===== src/rtl/agc_cs_pkg.sv =====
// ==========================================================
// Shared constants and types
package agc_cs_pkg;

  // ==========================================================
  // Register indices, byte address is four times the index
  localparam logic [7:0] IDX_CS_CFG   = 8'h11;  // Carrier sense and freeze
  localparam logic [7:0] IDX_GAIN_CFG = 8'h12;  // Gain loop
  localparam logic [7:0] IDX_START    = 8'h13;  // Start and top gain
  localparam logic [7:0] IDX_THRESH   = 8'h14;  // Signal threshold
  localparam logic [7:0] IDX_IRQ_STAT = 8'h20;  // Sticky events, read only
  localparam logic [7:0] IDX_IRQ_CLR  = 8'h21;  // Write one to clear
  localparam logic [7:0] IDX_IRQ_EN   = 8'h22;  // Interrupt enables
  localparam logic [7:0] IDX_STATE    = 8'h23;  // Live block state

  // ==========================================================
  // Reset values
  localparam logic [7:0] RST_CS_CFG   = 8'h65;
  localparam logic [7:0] RST_GAIN_CFG = 8'h75;
  localparam logic [4:0] RST_START    = 5'h18;
  localparam logic [4:0] RST_THRESH   = 5'h18;

  // ==========================================================
  // Field layouts
  typedef struct packed {
    logic [1:0] above_cnt;   // Samples above, minus one
    logic       below_cnt;   // Samples below, minus one
    logic [2:0] gain_hold;   // Filter clock hold code
    logic [1:0] extra_hold;  // Converter clock hold code
  } cs_cfg_t;

  typedef struct packed {
    logic       amp2_floor;  // Lowest second amp gain
    logic       amp2_ceil;   // Highest second amp gain
    logic [1:0] switch_pt;   // Second amp switch point
    logic       auto_off;    // Automatic gain stopped
    logic       dbl_check;   // Two samples per small step
    logic [1:0] avg_len;     // Averaging length code
  } gain_cfg_t;

  // Second amp gain codes
  typedef enum logic [1:0] {
    AMP2_MIN    = 2'h0,
    AMP2_MED    = 2'h1,
    AMP2_MAX    = 2'h2,
    AMP2_MID_HI = 2'h3
  } amp2_gain_t;

  // ==========================================================
  // Timing and steps
  localparam logic [2:0] HOLD_FOREVER    = 3'h7;
  localparam logic [7:0] EXTRA_HOLD_BASE = 8'h10;
  localparam logic [4:0] SWITCH_STEP_LO  = 5'h0a;
  localparam logic [4:0] SWITCH_STEP_HI  = 5'h13;
  localparam int         IRQ_W           = 4;
  localparam int         IRQ_CS_RISE     = 0;
  localparam int         IRQ_CS_FALL     = 1;
  localparam int         IRQ_GAIN_STEP   = 2;
  localparam int         IRQ_HOLD_DONE   = 3;

  // Filter clocks held after a gain change
  function automatic logic [7:0] gain_hold_clks(input logic [2:0] code);
    case (code)
      3'h0:    gain_hold_clks = 8'h10;
      3'h1:    gain_hold_clks = 8'h14;
      3'h2:    gain_hold_clks = 8'h18;
      3'h3:    gain_hold_clks = 8'h1c;
      3'h4:    gain_hold_clks = 8'h20;
      3'h5:    gain_hold_clks = 8'h28;
      default: gain_hold_clks = 8'h30;
    endcase
  endfunction

endpackage


===== src/rtl/agc_cs_ctrl.sv =====
`timescale 1ns/1ns
// Behaviour
// - Carrier sense after above_count plus one hits
// - Carrier sense clears after one or two misses
// - Gain change holds levels 16 to 48
// - Hold code seven freezes levels indefinitely
// - Switch, unlock, power-up start the gain hold
// - Those events also start a 16 to 128 converter clock hold
// - Floor bit picks lowest second amp gain
// - Ceiling bit picks highest second amp gain
// - Switch point picks gain step for amp
// - Floor one ceiling zero fixes amp gain
// - Auto off drives gain from start value
// - Double check needs two samples per step
// - Magnitude averaged over 2 to 16 samples
// - Five bit threshold sets carrier sense level
// - Start value loaded, gain above it clamped next cycle
module agc_cs_ctrl import agc_cs_pkg::*; (
  // Clock, reset, enable
  input  wire logic       sys_clk,
  input  wire logic       rst,
  input  wire logic       ce,
  // Wishbone slave
  input  wire logic       cyc_i,
  input  wire logic       stb_i,
  input  wire logic       we_i,
  input  wire logic [9:2] adr_i,
  input  wire logic [3:0] sel_i,
  input  wire logic [31:0] dat_i,
  output logic [31:0]     dat_o,
  output logic            ack_o,
  // Filter side, same clock
  input  wire logic       mag_valid,
  input  wire logic [4:0] mag_sample,
  input  wire logic       filter_tick,
  input  wire logic       adc_tick,
  // Pins from the analog side
  input  wire logic       freq_sel_pin,
  input  wire logic       pll_lock_pin,
  input  wire logic       rx_on_pin,
  // Gain and carrier outputs
  output logic            carrier_sense,
  output logic [4:0]      vga_gain,
  output logic [1:0]      amp2_gain,
  output logic            levels_frozen,
  output logic            irq
);

  // ==========================================================
  // Declarations
  cs_cfg_t    cs_cfg_q;       // Carrier sense and freeze setup
  gain_cfg_t  gain_cfg_q;     // Gain loop setup
  logic [4:0] start_q;        // Start and top gain
  logic [4:0] thresh_q;       // Carrier sense level
  logic [IRQ_W-1:0] stat_q;   // Sticky events
  logic [IRQ_W-1:0] en_q;     // Event enables
  logic [IRQ_W-1:0] evt_w;    // Events this cycle
  logic [IRQ_W-1:0] clr_w;    // Clear strobes
  logic       ack_q;          // Bus answer
  logic [31:0] dat_q;         // Read data
  logic       req_w;          // New bus access
  logic       wr_w;           // Write this cycle
  logic [2:0] s1_q;           // Sync first stage
  logic [2:0] s2_q;           // Sync second stage
  logic [2:0] s3_q;           // Edge history
  logic       restart_w;      // Switch, unlock or power-up
  logic       power_up_w;     // Receiver turned on
  logic       avg_valid;      // Average ready
  logic [4:0] avg_mag;        // Averaged magnitude
  logic       sample_ok_w;    // Average usable now
  logic       above_w;        // At or above level
  logic [1:0] above_run_q;    // Hits before this one
  logic       below_run_q;    // Misses before this one
  logic       cs_q;           // Carrier sense
  logic       cs_d;           // Next carrier sense
  logic [4:0] gain_q;         // Variable gain step
  logic [1:0] pend_q;         // Previous step request
  logic [1:0] req_step_w;     // Up is bit 0, down bit 1
  logic       step_w;         // Apply a step now
  logic       gain_chg_w;     // Gain moves this cycle
  logic       filt_busy;      // Filter clock hold
  logic       adc_busy;       // Converter clock hold
  logic       frozen_q;       // Delayed freeze
  amp2_gain_t amp2_q;         // Second amp gain
  amp2_gain_t amp2_d;         // Next second amp gain
  logic       amp2_hi_w;      // At or above switch point

  // ==========================================================
  // Address decode
  function automatic logic hit(input logic [9:2] a, input logic [7:0] idx);
    hit = (a == idx);
  endfunction

  // ==========================================================
  // Wishbone slave

  assign req_w = cyc_i & stb_i & ~ack_q;
  assign wr_w  = req_w & we_i & sel_i[0];

  // One wait state, ack drops after one cycle
  always_ff @(posedge sys_clk or posedge rst) begin
    if (rst) begin
      ack_q <= 1'b0;
    end else if (ce) begin
      ack_q <= req_w;
    end
  end

  // Read data captured with the ack
  always_ff @(posedge sys_clk or posedge rst) begin
    if (rst) begin
      dat_q <= 32'h0000_0000;
    end else if (ce && req_w) begin
      dat_q <= 32'h0000_0000;
      // Unmapped words read as zero
      if (hit(adr_i, IDX_CS_CFG)) begin
        dat_q[7:0] <= cs_cfg_q;
      end else if (hit(adr_i, IDX_GAIN_CFG)) begin
        dat_q[7:0] <= gain_cfg_q;
      end else if (hit(adr_i, IDX_START)) begin
        dat_q[4:0] <= start_q;
      end else if (hit(adr_i, IDX_THRESH)) begin
        dat_q[4:0] <= thresh_q;
      end else if (hit(adr_i, IDX_IRQ_STAT)) begin
        dat_q[IRQ_W-1:0] <= stat_q;
      end else if (hit(adr_i, IDX_IRQ_EN)) begin
        dat_q[IRQ_W-1:0] <= en_q;
      end else if (hit(adr_i, IDX_STATE)) begin
        dat_q[8:0] <= {frozen_q, cs_q, amp2_q, gain_q};
      end
    end
  end

  assign ack_o = ack_q;
  assign dat_o = dat_q;

  // ==========================================================
  // Configuration registers

  // Setup written from the bus
  always_ff @(posedge sys_clk or posedge rst) begin
    if (rst) begin
      cs_cfg_q   <= RST_CS_CFG;
      gain_cfg_q <= RST_GAIN_CFG;
      start_q    <= RST_START;
      thresh_q   <= RST_THRESH;
      en_q       <= '0;
    end else if (ce && wr_w) begin
      if (hit(adr_i, IDX_CS_CFG)) begin
        cs_cfg_q <= dat_i[7:0];
      end
      if (hit(adr_i, IDX_GAIN_CFG)) begin
        gain_cfg_q <= dat_i[7:0];
      end
      if (hit(adr_i, IDX_START)) begin
        start_q <= dat_i[4:0];
      end
      if (hit(adr_i, IDX_THRESH)) begin
        thresh_q <= dat_i[4:0];
      end
      if (hit(adr_i, IDX_IRQ_EN)) begin
        en_q <= dat_i[IRQ_W-1:0];
      end
    end
  end

  // ==========================================================
  // Interrupts

  assign clr_w = (wr_w && hit(adr_i, IDX_IRQ_CLR)) ? dat_i[IRQ_W-1:0] : '0;

  // Events gathered per source
  always_comb begin
    evt_w                = '0;
    evt_w[IRQ_CS_RISE]   = cs_d & ~cs_q;
    evt_w[IRQ_CS_FALL]   = ~cs_d & cs_q;
    evt_w[IRQ_GAIN_STEP] = gain_chg_w;
    evt_w[IRQ_HOLD_DONE] = frozen_q & ~levels_frozen;
  end

  // Sticky bits, a new event beats a clear
  always_ff @(posedge sys_clk or posedge rst) begin
    if (rst) begin
      stat_q <= '0;
    end else if (ce) begin
      stat_q <= (stat_q & ~clr_w) | evt_w;
    end
  end

  assign irq = |(stat_q & en_q);

  // ==========================================================
  // Pin synchronisers and event edges

  // Two stages, then an edge history stage
  always_ff @(posedge sys_clk or posedge rst) begin
    if (rst) begin
      s1_q <= 3'h0;
      s2_q <= 3'h0;
      s3_q <= 3'h0;
    end else if (ce) begin
      s1_q <= {rx_on_pin, pll_lock_pin, freq_sel_pin};
      s2_q <= s1_q;
      s3_q <= s2_q;
    end
  end

  assign power_up_w = s2_q[2] & ~s3_q[2];
  // Frequency switch, lock loss or power-up
  assign restart_w  = (s2_q[0] ^ s3_q[0]) | (s3_q[1] & ~s2_q[1]) | power_up_w;

  // ==========================================================
  // Magnitude averaging
  mag_averager u_avg (
    .sys_clk   (sys_clk),
    .rst       (rst),
    .ce        (ce),
    .in_valid  (mag_valid),
    .in_mag    (mag_sample),
    .avg_len   (gain_cfg_q.avg_len),
    .out_valid (avg_valid),
    .out_mag   (avg_mag)
  );

  // Frozen levels ignore new averages
  assign sample_ok_w = avg_valid & ~levels_frozen;
  assign above_w     = avg_mag >= thresh_q;

  // ==========================================================
  // Carrier sense qualification

  // Next carrier sense from run lengths
  always_comb begin
    cs_d = cs_q;
    if (sample_ok_w) begin
      if (above_w && above_run_q >= cs_cfg_q.above_cnt) begin
        cs_d = 1'b1;
      end else if (!above_w && below_run_q >= cs_cfg_q.below_cnt) begin
        cs_d = 1'b0;
      end
    end
  end

  // Consecutive run counters
  always_ff @(posedge sys_clk or posedge rst) begin
    if (rst) begin
      above_run_q <= 2'h0;
      below_run_q <= 1'b0;
      cs_q        <= 1'b0;
    end else if (ce) begin
      cs_q <= cs_d;
      if (sample_ok_w) begin
        if (above_w) begin
          // Saturates at the longest run
          above_run_q <= (above_run_q == 2'h3) ? 2'h3 : above_run_q + 2'h1;
          below_run_q <= 1'b0;
        end else begin
          above_run_q <= 2'h0;
          below_run_q <= 1'b1;
        end
      end
    end
  end

  assign carrier_sense = cs_q;

  // ==========================================================
  // Gain loop

  // Up when weak, down when strong
  always_comb begin
    req_step_w = 2'h0;
    if (sample_ok_w) begin
      if (avg_mag < thresh_q && gain_q < start_q) begin
        req_step_w = 2'h1;
      end else if (avg_mag > thresh_q && gain_q != 5'h00) begin
        req_step_w = 2'h2;
      end
    end
  end

  // Second request must match the first
  assign step_w = (req_step_w != 2'h0) && !gain_cfg_q.auto_off &&
                  (!gain_cfg_q.dbl_check || pend_q == req_step_w);

  // Remember the last request
  always_ff @(posedge sys_clk or posedge rst) begin
    if (rst) begin
      pend_q <= 2'h0;
    end else if (ce && sample_ok_w) begin
      pend_q <= step_w ? 2'h0 : req_step_w;
    end
  end

  assign gain_chg_w = step_w & ~restart_w;

  // Gain step register
  always_ff @(posedge sys_clk or posedge rst) begin
    if (rst) begin
      gain_q <= RST_START;
    end else if (ce) begin
      if (gain_cfg_q.auto_off || power_up_w || restart_w) begin
        gain_q <= start_q;
      end else if (gain_q > start_q) begin
        gain_q <= start_q;
      end else if (step_w) begin
        gain_q <= req_step_w[0] ? gain_q + 5'h01 : gain_q - 5'h01;
      end
    end
  end

  assign vga_gain = gain_q;

  // ==========================================================
  // Freeze timers

  // Filter clock hold after a gain step or a restart
  hold_timer u_filt_hold (
    .sys_clk      (sys_clk),
    .rst          (rst),
    .ce           (ce),
    .start        (gain_chg_w | restart_w),
    .load         (gain_hold_clks(cs_cfg_q.gain_hold)),
    .forever_hold (cs_cfg_q.gain_hold == HOLD_FOREVER),
    .tick         (filter_tick),
    .busy         (filt_busy)
  );

  // Extra converter clock hold on restart
  hold_timer u_adc_hold (
    .sys_clk      (sys_clk),
    .rst          (rst),
    .ce           (ce),
    .start        (restart_w),
    .load         (EXTRA_HOLD_BASE << cs_cfg_q.extra_hold),
    .forever_hold (1'b0),
    .tick         (adc_tick),
    .busy         (adc_busy)
  );

  assign levels_frozen = filt_busy | adc_busy;

  // Freeze history for the release event
  always_ff @(posedge sys_clk or posedge rst) begin
    if (rst) begin
      frozen_q <= 1'b0;
    end else if (ce) begin
      frozen_q <= levels_frozen;
    end
  end

  // ==========================================================
  // Second amplifier gain

  // Switch point against the gain step
  always_comb begin
    case (gain_cfg_q.switch_pt)
      2'h0:    amp2_hi_w = 1'b1;
      2'h1:    amp2_hi_w = gain_q >= SWITCH_STEP_LO;
      2'h2:    amp2_hi_w = gain_q >= SWITCH_STEP_HI;
      default: amp2_hi_w = 1'b0;
    endcase
  end

  // Bounded choice or fixed setting
  always_comb begin
    if (gain_cfg_q.amp2_floor && !gain_cfg_q.amp2_ceil) begin
      case (gain_cfg_q.switch_pt)
        2'h0:    amp2_d = AMP2_MID_HI;
        2'h1:    amp2_d = AMP2_MIN;
        2'h2:    amp2_d = AMP2_MED;
        default: amp2_d = AMP2_MAX;
      endcase
    end else if (amp2_hi_w) begin
      amp2_d = gain_cfg_q.amp2_ceil ? AMP2_MAX : AMP2_MED;
    end else begin
      amp2_d = gain_cfg_q.amp2_floor ? AMP2_MED : AMP2_MIN;
    end
  end

  // Registered amp gain
  always_ff @(posedge sys_clk or posedge rst) begin
    if (rst) begin
      amp2_q <= AMP2_MED;
    end else if (ce) begin
      amp2_q <= amp2_d;
    end
  end

  assign amp2_gain = amp2_q;

  // ==========================================================
  // Checks

  a_cs_rise_run: assert property (
    @(posedge sys_clk) disable iff (rst)
    $rose(cs_q) |-> $past(above_run_q) >= $past(cs_cfg_q.above_cnt) && $past(sample_ok_w))
    else $error("carrier sense rose too soon");

  a_cs_fall_run: assert property (
    @(posedge sys_clk) disable iff (rst)
    $fell(cs_q) |-> $past(below_run_q) >= $past(cs_cfg_q.below_cnt) && !$past(above_w))
    else $error("carrier sense fell too soon");

  a_gain_step_hold: assert property (
    @(posedge sys_clk) disable iff (rst)
    (ce && gain_chg_w) |=> levels_frozen ##1 levels_frozen)
    else $error("no hold after gain change");

  a_hold_forever: assert property (
    @(posedge sys_clk) disable iff (rst)
    (ce && filt_busy && cs_cfg_q.gain_hold == HOLD_FOREVER && !wr_w) |=> levels_frozen)
    else $error("open ended hold released");

  a_restart_freeze: assert property (
    @(posedge sys_clk) disable iff (rst)
    (ce && restart_w) |=> adc_busy && filt_busy && vga_gain == $past(start_q))
    else $error("restart did not freeze levels");

  a_amp2_bounds: assert property (
    @(posedge sys_clk) disable iff (rst)
    (ce && !(gain_cfg_q.amp2_floor && !gain_cfg_q.amp2_ceil)) |=>
      amp2_q >= ($past(gain_cfg_q.amp2_floor) ? AMP2_MED : AMP2_MIN) &&
      amp2_q <= ($past(gain_cfg_q.amp2_ceil) ? AMP2_MAX : AMP2_MED))
    else $error("second amp gain out of bounds");

  a_auto_off_gain: assert property (
    @(posedge sys_clk) disable iff (rst)
    (ce && gain_cfg_q.auto_off) |=> vga_gain == $past(start_q))
    else $error("gain not taken from start value");

  a_gain_ceiling: assert property (
    @(posedge sys_clk) disable iff (rst)
    ce |=> vga_gain <= $past(start_q))
    else $error("gain above start value");

  a_freeze_blocks: assert property (
    @(posedge sys_clk) disable iff (rst)
    (ce && levels_frozen && !restart_w) |=> vga_gain == $past(vga_gain) || $past(gain_cfg_q.auto_off))
    else $error("gain moved while frozen");

endmodule


===== src/rtl/hold_timer.sv =====
`timescale 1ns/1ns
// ==========================================================
// Tick counting hold timer
module hold_timer import agc_cs_pkg::*; (
  // Clock and reset
  input  wire logic       sys_clk,
  input  wire logic       rst,
  input  wire logic       ce,
  // Control
  input  wire logic       start,
  input  wire logic [7:0] load,
  input  wire logic       forever_hold,
  input  wire logic       tick,
  // Status
  output logic            busy
);

  logic [7:0] cnt_q;     // Ticks left
  logic       forever_q; // Open ended hold

  // Count down on ticks
  always_ff @(posedge sys_clk or posedge rst) begin
    if (rst) begin
      cnt_q <= 8'h00;
    end else if (ce) begin
      if (start) begin
        cnt_q <= load;
      end else if (tick && cnt_q != 8'h00) begin
        cnt_q <= cnt_q - 8'h01;
      end
    end
  end

  // Open ended hold lasts while its code stays
  always_ff @(posedge sys_clk or posedge rst) begin
    if (rst) begin
      forever_q <= 1'b0;
    end else if (ce) begin
      forever_q <= start ? forever_hold : (forever_q & forever_hold);
    end
  end

  assign busy = (cnt_q != 8'h00) | forever_q;

  // Never releases early
  a_hold_early_end: assert property (
    @(posedge sys_clk) disable iff (rst)
    (ce && !start && cnt_q > 8'h01) |=> busy && cnt_q >= $past(cnt_q) - 8'h01)
    else $error("hold timer released early");

endmodule


===== src/rtl/mag_averager.sv =====
`timescale 1ns/1ns
// ==========================================================
// Block average of magnitude samples
module mag_averager import agc_cs_pkg::*; (
  // Clock and reset
  input  wire logic       sys_clk,
  input  wire logic       rst,
  input  wire logic       ce,
  // Samples in
  input  wire logic       in_valid,
  input  wire logic [4:0] in_mag,
  input  wire logic [1:0] avg_len,
  // Averages out
  output logic            out_valid,
  output logic [4:0]      out_mag
);

  logic [8:0] acc_q;   // Running sum
  logic [3:0] cnt_q;   // Samples taken
  logic [3:0] last_w;  // Index of final sample
  logic [8:0] sum_w;   // Sum with this sample

  assign last_w = 4'((5'h02 << avg_len) - 5'h01);
  assign sum_w  = acc_q + {4'h0, in_mag};

  // Accumulate and emit one average per block
  always_ff @(posedge sys_clk or posedge rst) begin
    if (rst) begin
      acc_q     <= 9'h000;
      cnt_q     <= 4'h0;
      out_valid <= 1'b0;
      out_mag   <= 5'h00;
    end else if (ce) begin
      out_valid <= 1'b0;
      if (in_valid) begin
        if (cnt_q >= last_w) begin
          acc_q     <= 9'h000;
          cnt_q     <= 4'h0;
          out_valid <= 1'b1;
          out_mag   <= 5'(sum_w >> ({1'b0, avg_len} + 3'h1));
        end else begin
          acc_q <= sum_w;
          cnt_q <= cnt_q + 4'h1;
        end
      end
    end
  end

  // An average always closes a counted block
  a_avg_block_end: assert property (
    @(posedge sys_clk) disable iff (rst)
    (ce && in_valid && cnt_q == last_w) |=> out_valid && cnt_q == 4'h0)
    else $error("average not emitted at block end");

endmodule


===== config.mk =====
export PLATFORM = sky130hd
export DESIGN_NAME = agc_cs_ctrl
export DESIGN_NICKNAME = d
export VERILOG_FILES = /design/src/rtl/agc_cs_pkg.sv /design/src/rtl/agc_cs_ctrl.sv /design/src/rtl/hold_timer.sv /design/src/rtl/mag_averager.sv
export SDC_FILE = /design/constraint.sdc
export NUM_CORES = 1
export LEC_CHECK = 0
export ABC_AREA = 1
export BUFFER_PORTS_ARGS = -buffer_cell sky130_fd_sc_hd__buf_2
export CORE_ASPECT_RATIO = 0.5
export CORE_UTILIZATION = 43
export CTS_BUF_LIST = sky130_fd_sc_hd__clkbuf_8
export CTS_CLUSTER_DIAMETER = 200
export DETAILED_ROUTE_END_ITERATION = 10
export GPL_ROUTABILITY_DRIVEN = 1
export PLACE_DENSITY = 0.73
export SLEW_MARGIN = 20
export SYNTH_ARGS = -nofsm -noshare
export SYNTH_HDL_FRONTEND = slang
export SYNTH_HIERARCHICAL = 1
export SYNTH_SLANG_ARGS = --single-unit

===== constraint.sdc =====
create_clock -name sys_clk -period 2.81 [get_ports sys_clk]
set_input_delay 0.562 -clock sys_clk [delete_from_list [all_inputs] [get_ports sys_clk]]
set_output_delay 0.562 -clock sys_clk [all_outputs]
set_load 0.02 [all_outputs]

==> flow_summary.json <==
{
  "via_per_inst": 5.06,
  "ctsHoldBuffers": 0,
  "relSlewSlack_pct": 48.1,
  "setup_viol": 0,
  "grt_pass1_wl_um": 26500,
  "drt-initial-drc-count": 402,
  "grt_max_degree": 38,
  "nets": 1060,
  "area_growth_pct": 12.4,
  "wirelength_um": 16000,
  "ys_seq_area_share_pct": 38.8,
  "utilization_pct": 51.1,
  "critical_path_class": "reg -> reg",
  "drcViolationCount": 0,
  "die-area_um2": 16300,
  "grt_antenna_before_repair": 0,
  "gp_congestion": 0.928,
  "yosysTopAreaCell": "dfrtp_1",
  "grt_overflow_total": 0,
  "track_usage_pct": 20.0,
  "post-place-cells": 1149,
  "outcome": "complete, no violations",
  "maxCapViolCount": 0,
  "grt_pass1_vias": 5563,
  "clk_path_buf_depth": 2,
  "slew_violations": 0,
  "port_buffers": 53,
  "start_util_pct": 45.4,
  "cp_max_fo": 4,
  "cts_sinks": 104,
  "place_ws_ps": 36.3,
  "final_area_um2": 7610,
  "rsz0062_at_grt": "yes",
  "ant_nets": 0,
  "fp.dieW_um": 179,
  "stdcell_count": 1168,
  "synth_edf_count": 0,
  "numCtsBuffers": 9,
  "cts_tree": "yes",
  "max_freq_ghz": 0.373,
  "netlist_area_um2": 6770,
  "io_pins": 104,
  "insertion_delay_ps": 370,
  "final.fill_count": 1413,
  "netlist-cell-type-count": 52,
  "dp_hpwl_um": 12400,
  "finalWorstSetupSlack_ps": 128,
  "dr.pass1.iters": 7,
  "root_buffer": "clkbuf_8",
  "synth.avg_cell_area_um2": 7.67,
  "period_share_pct": 95.5,
  "crit_required_ps": 3130,
  "synth_cells": 882,
  "async_reset_ff_share_pct": 100,
  "period_minus_slack_ps": 2680,
  "final_cell_mix": "nand2_1, inv_1, dfrtp_1",
  "rows": 31,
  "antenna_cells": 0,
  "core_um2": 14900,
  "layout_commonest_cell": "nand2_1",
  "ys_ff_latch": 104,
  "min_path_type": "in -> async",
  "synth_top_area_share_pct": 32.5,
  "vias": 5906,
  "startpoint": "u_adc_hold/cnt_q[1]$_DFFE_PP0P_",
  "p_leak_nw": 3.76,
  "start_kind": "register",
  "fin_total_pwr_w": 0.00535,
  "finalHoldViolCount": 0,
  "synth-main-ff-cell": "dfrtp_1",
  "detail_route.wl_per_cell_um": 13.7,
  "vdd_drop_max_v": 0.000347,
  "clkTransAtPathRegs_ps": 110,
  "drive_above_1_share_pct": 22.2,
  "finClkSkew_ps": 9.21,
  "place_area_um2": 7290,
  "r2r_start": "u_adc_hold/cnt_q[1]$_DFFE_PP0P_",
  "powerDensity_nw_per_um2": 704,
  "crit_path_end_kind": "register",
  "yosys-top-cells-area": "dfrtp_1, nand2_1, inv_1",
  "die_y_um": 90.7,
  "regArea_um2": 2620,
  "yosysWarnings": 6,
  "multi_input_area_um2": 3620,
  "ctsHtreeMaxLevel": 3,
  "arrival_ps": 3000,
  "worstMarginPinSlew_ps": 778
}
## final timing paths
check | to | slack (ps) | cells after the start
setup / recovery | vga_gain[4]$_DFFE_PP1P_ | 130 | 23
hold / removal | u_filt_hold/cnt_q[5]$_DFFE_PP0P_ | 230 | 2
setup reg to reg | vga_gain[4]$_DFFE_PP1P_ | 130 | 23
hold reg to reg | s1_q[2]$_DFFE_PP0P_ | 480 | 2
max in group asynchronous | u_avg/acc_q[8]$_DFFE_PP0P_ | 1920 | 2
min in group sys_clk | s1_q[2]$_DFFE_PP0P_ | 390 | 3
## state kept, by name, summed over array words and instances (netlist names), 5 cells and up
name,count
cs_cfg_q,8
u_avg/acc_q,9
vga_gain,5
gain_cfg_q,8
u_adc_hold/cnt_q,8
u_avg/out_mag,5
start_q,5
dat_o,9
u_filt_hold/cnt_q,8
thresh_q,5
## cell families (layout without fill, tap and decap cells)
kind of cell | Yosys count | after routing | synth area share (%)
flip-flops | 104 | 104 | 38.8
buffers and inverters | 165 | 222 | 11.1
adder cells (fa/ha/maj) | 34 | 34 | 6.51
AND/OR/NAND/NOR | 417 | 417 | 29.2
AO/OA/AOI/OAI | 155 | 155 | 13.7
other | 1 | 32 | 0.0554
XOR/XNOR | 6 | 6 | 0.777
## layer usage
metal  up-vias  wire [um]  global-route usage, %
li1       2969          -                      -
met1      2795       7570                   26.4
met2       123       7550                   34.1
met3        19        631                   3.55
met4         0        206                   4.67
met5         -          0                      0
## power breakdown
group	leakage, nW	internal, W	switching, W
Clock	0.0903	0.000350	0.000546
Sequential	1.30	0.00177	0.000263
Combinational	2.37	0.000931	0.00149
## timing repair
item | in CTS | in global routing
setup endpoints to repair | 1 | 11
setup buffers | 0 | 3
endpoints found under the hold margin | 0 | 0
pin swaps | 0 | 11
resized for setup | 1 | 26
## cell usage after synthesis (all sizes together) (3+ instances only)
cell	count
nand2	231
inv	128
o21ai	101
dfrtp	88
nand3	81
nor2	71
ha	32
buf	31
a21oi	25
dfstp	16
or2	13
nand4	7
nor3	7
o22ai	7
clkbuf	5
o21bai	4
xor2	4
a221oi	3
a22o	3
o211ai	3
## critical path: stages, from the launching register on
cell     delay [ps]
dfrtp_1         400
inv_1            80
ha_2            190
nand3_2          80
nor2_1          100
nand2_1          70
inv_2            60
nand2_4          70
nor2_4          140
nand4_4         110
nor2_4          140
inv_2            70
ha_4            220
inv_1            60
o21ai_1          60
a21oi_1         180
inv_1            60
nand2_1          60
nand2_1          60
nand2_1          60
nand2_1          50
o22ai_2         130
nand3_1          90
nand2_1          70
## final cells by class
class	instances	area share, %
timing repair buffer	77	5.90
clock inverter	6	0.592
sequential	104	34.5
inverter	129	6.43
clock buffer	10	1.81
tap	198	3.26
multi-input combinational	644	47.5
## through the flow
stage               setup TNS (ps)  hold slack [ps]
floorplan                        0              390
global placement                 0              455
detailed placement               0              460
CTS                              0              217
global route                 -94.6              234
finish                           0              227
No activity file was read; power rests on OpenSTA's default activity.
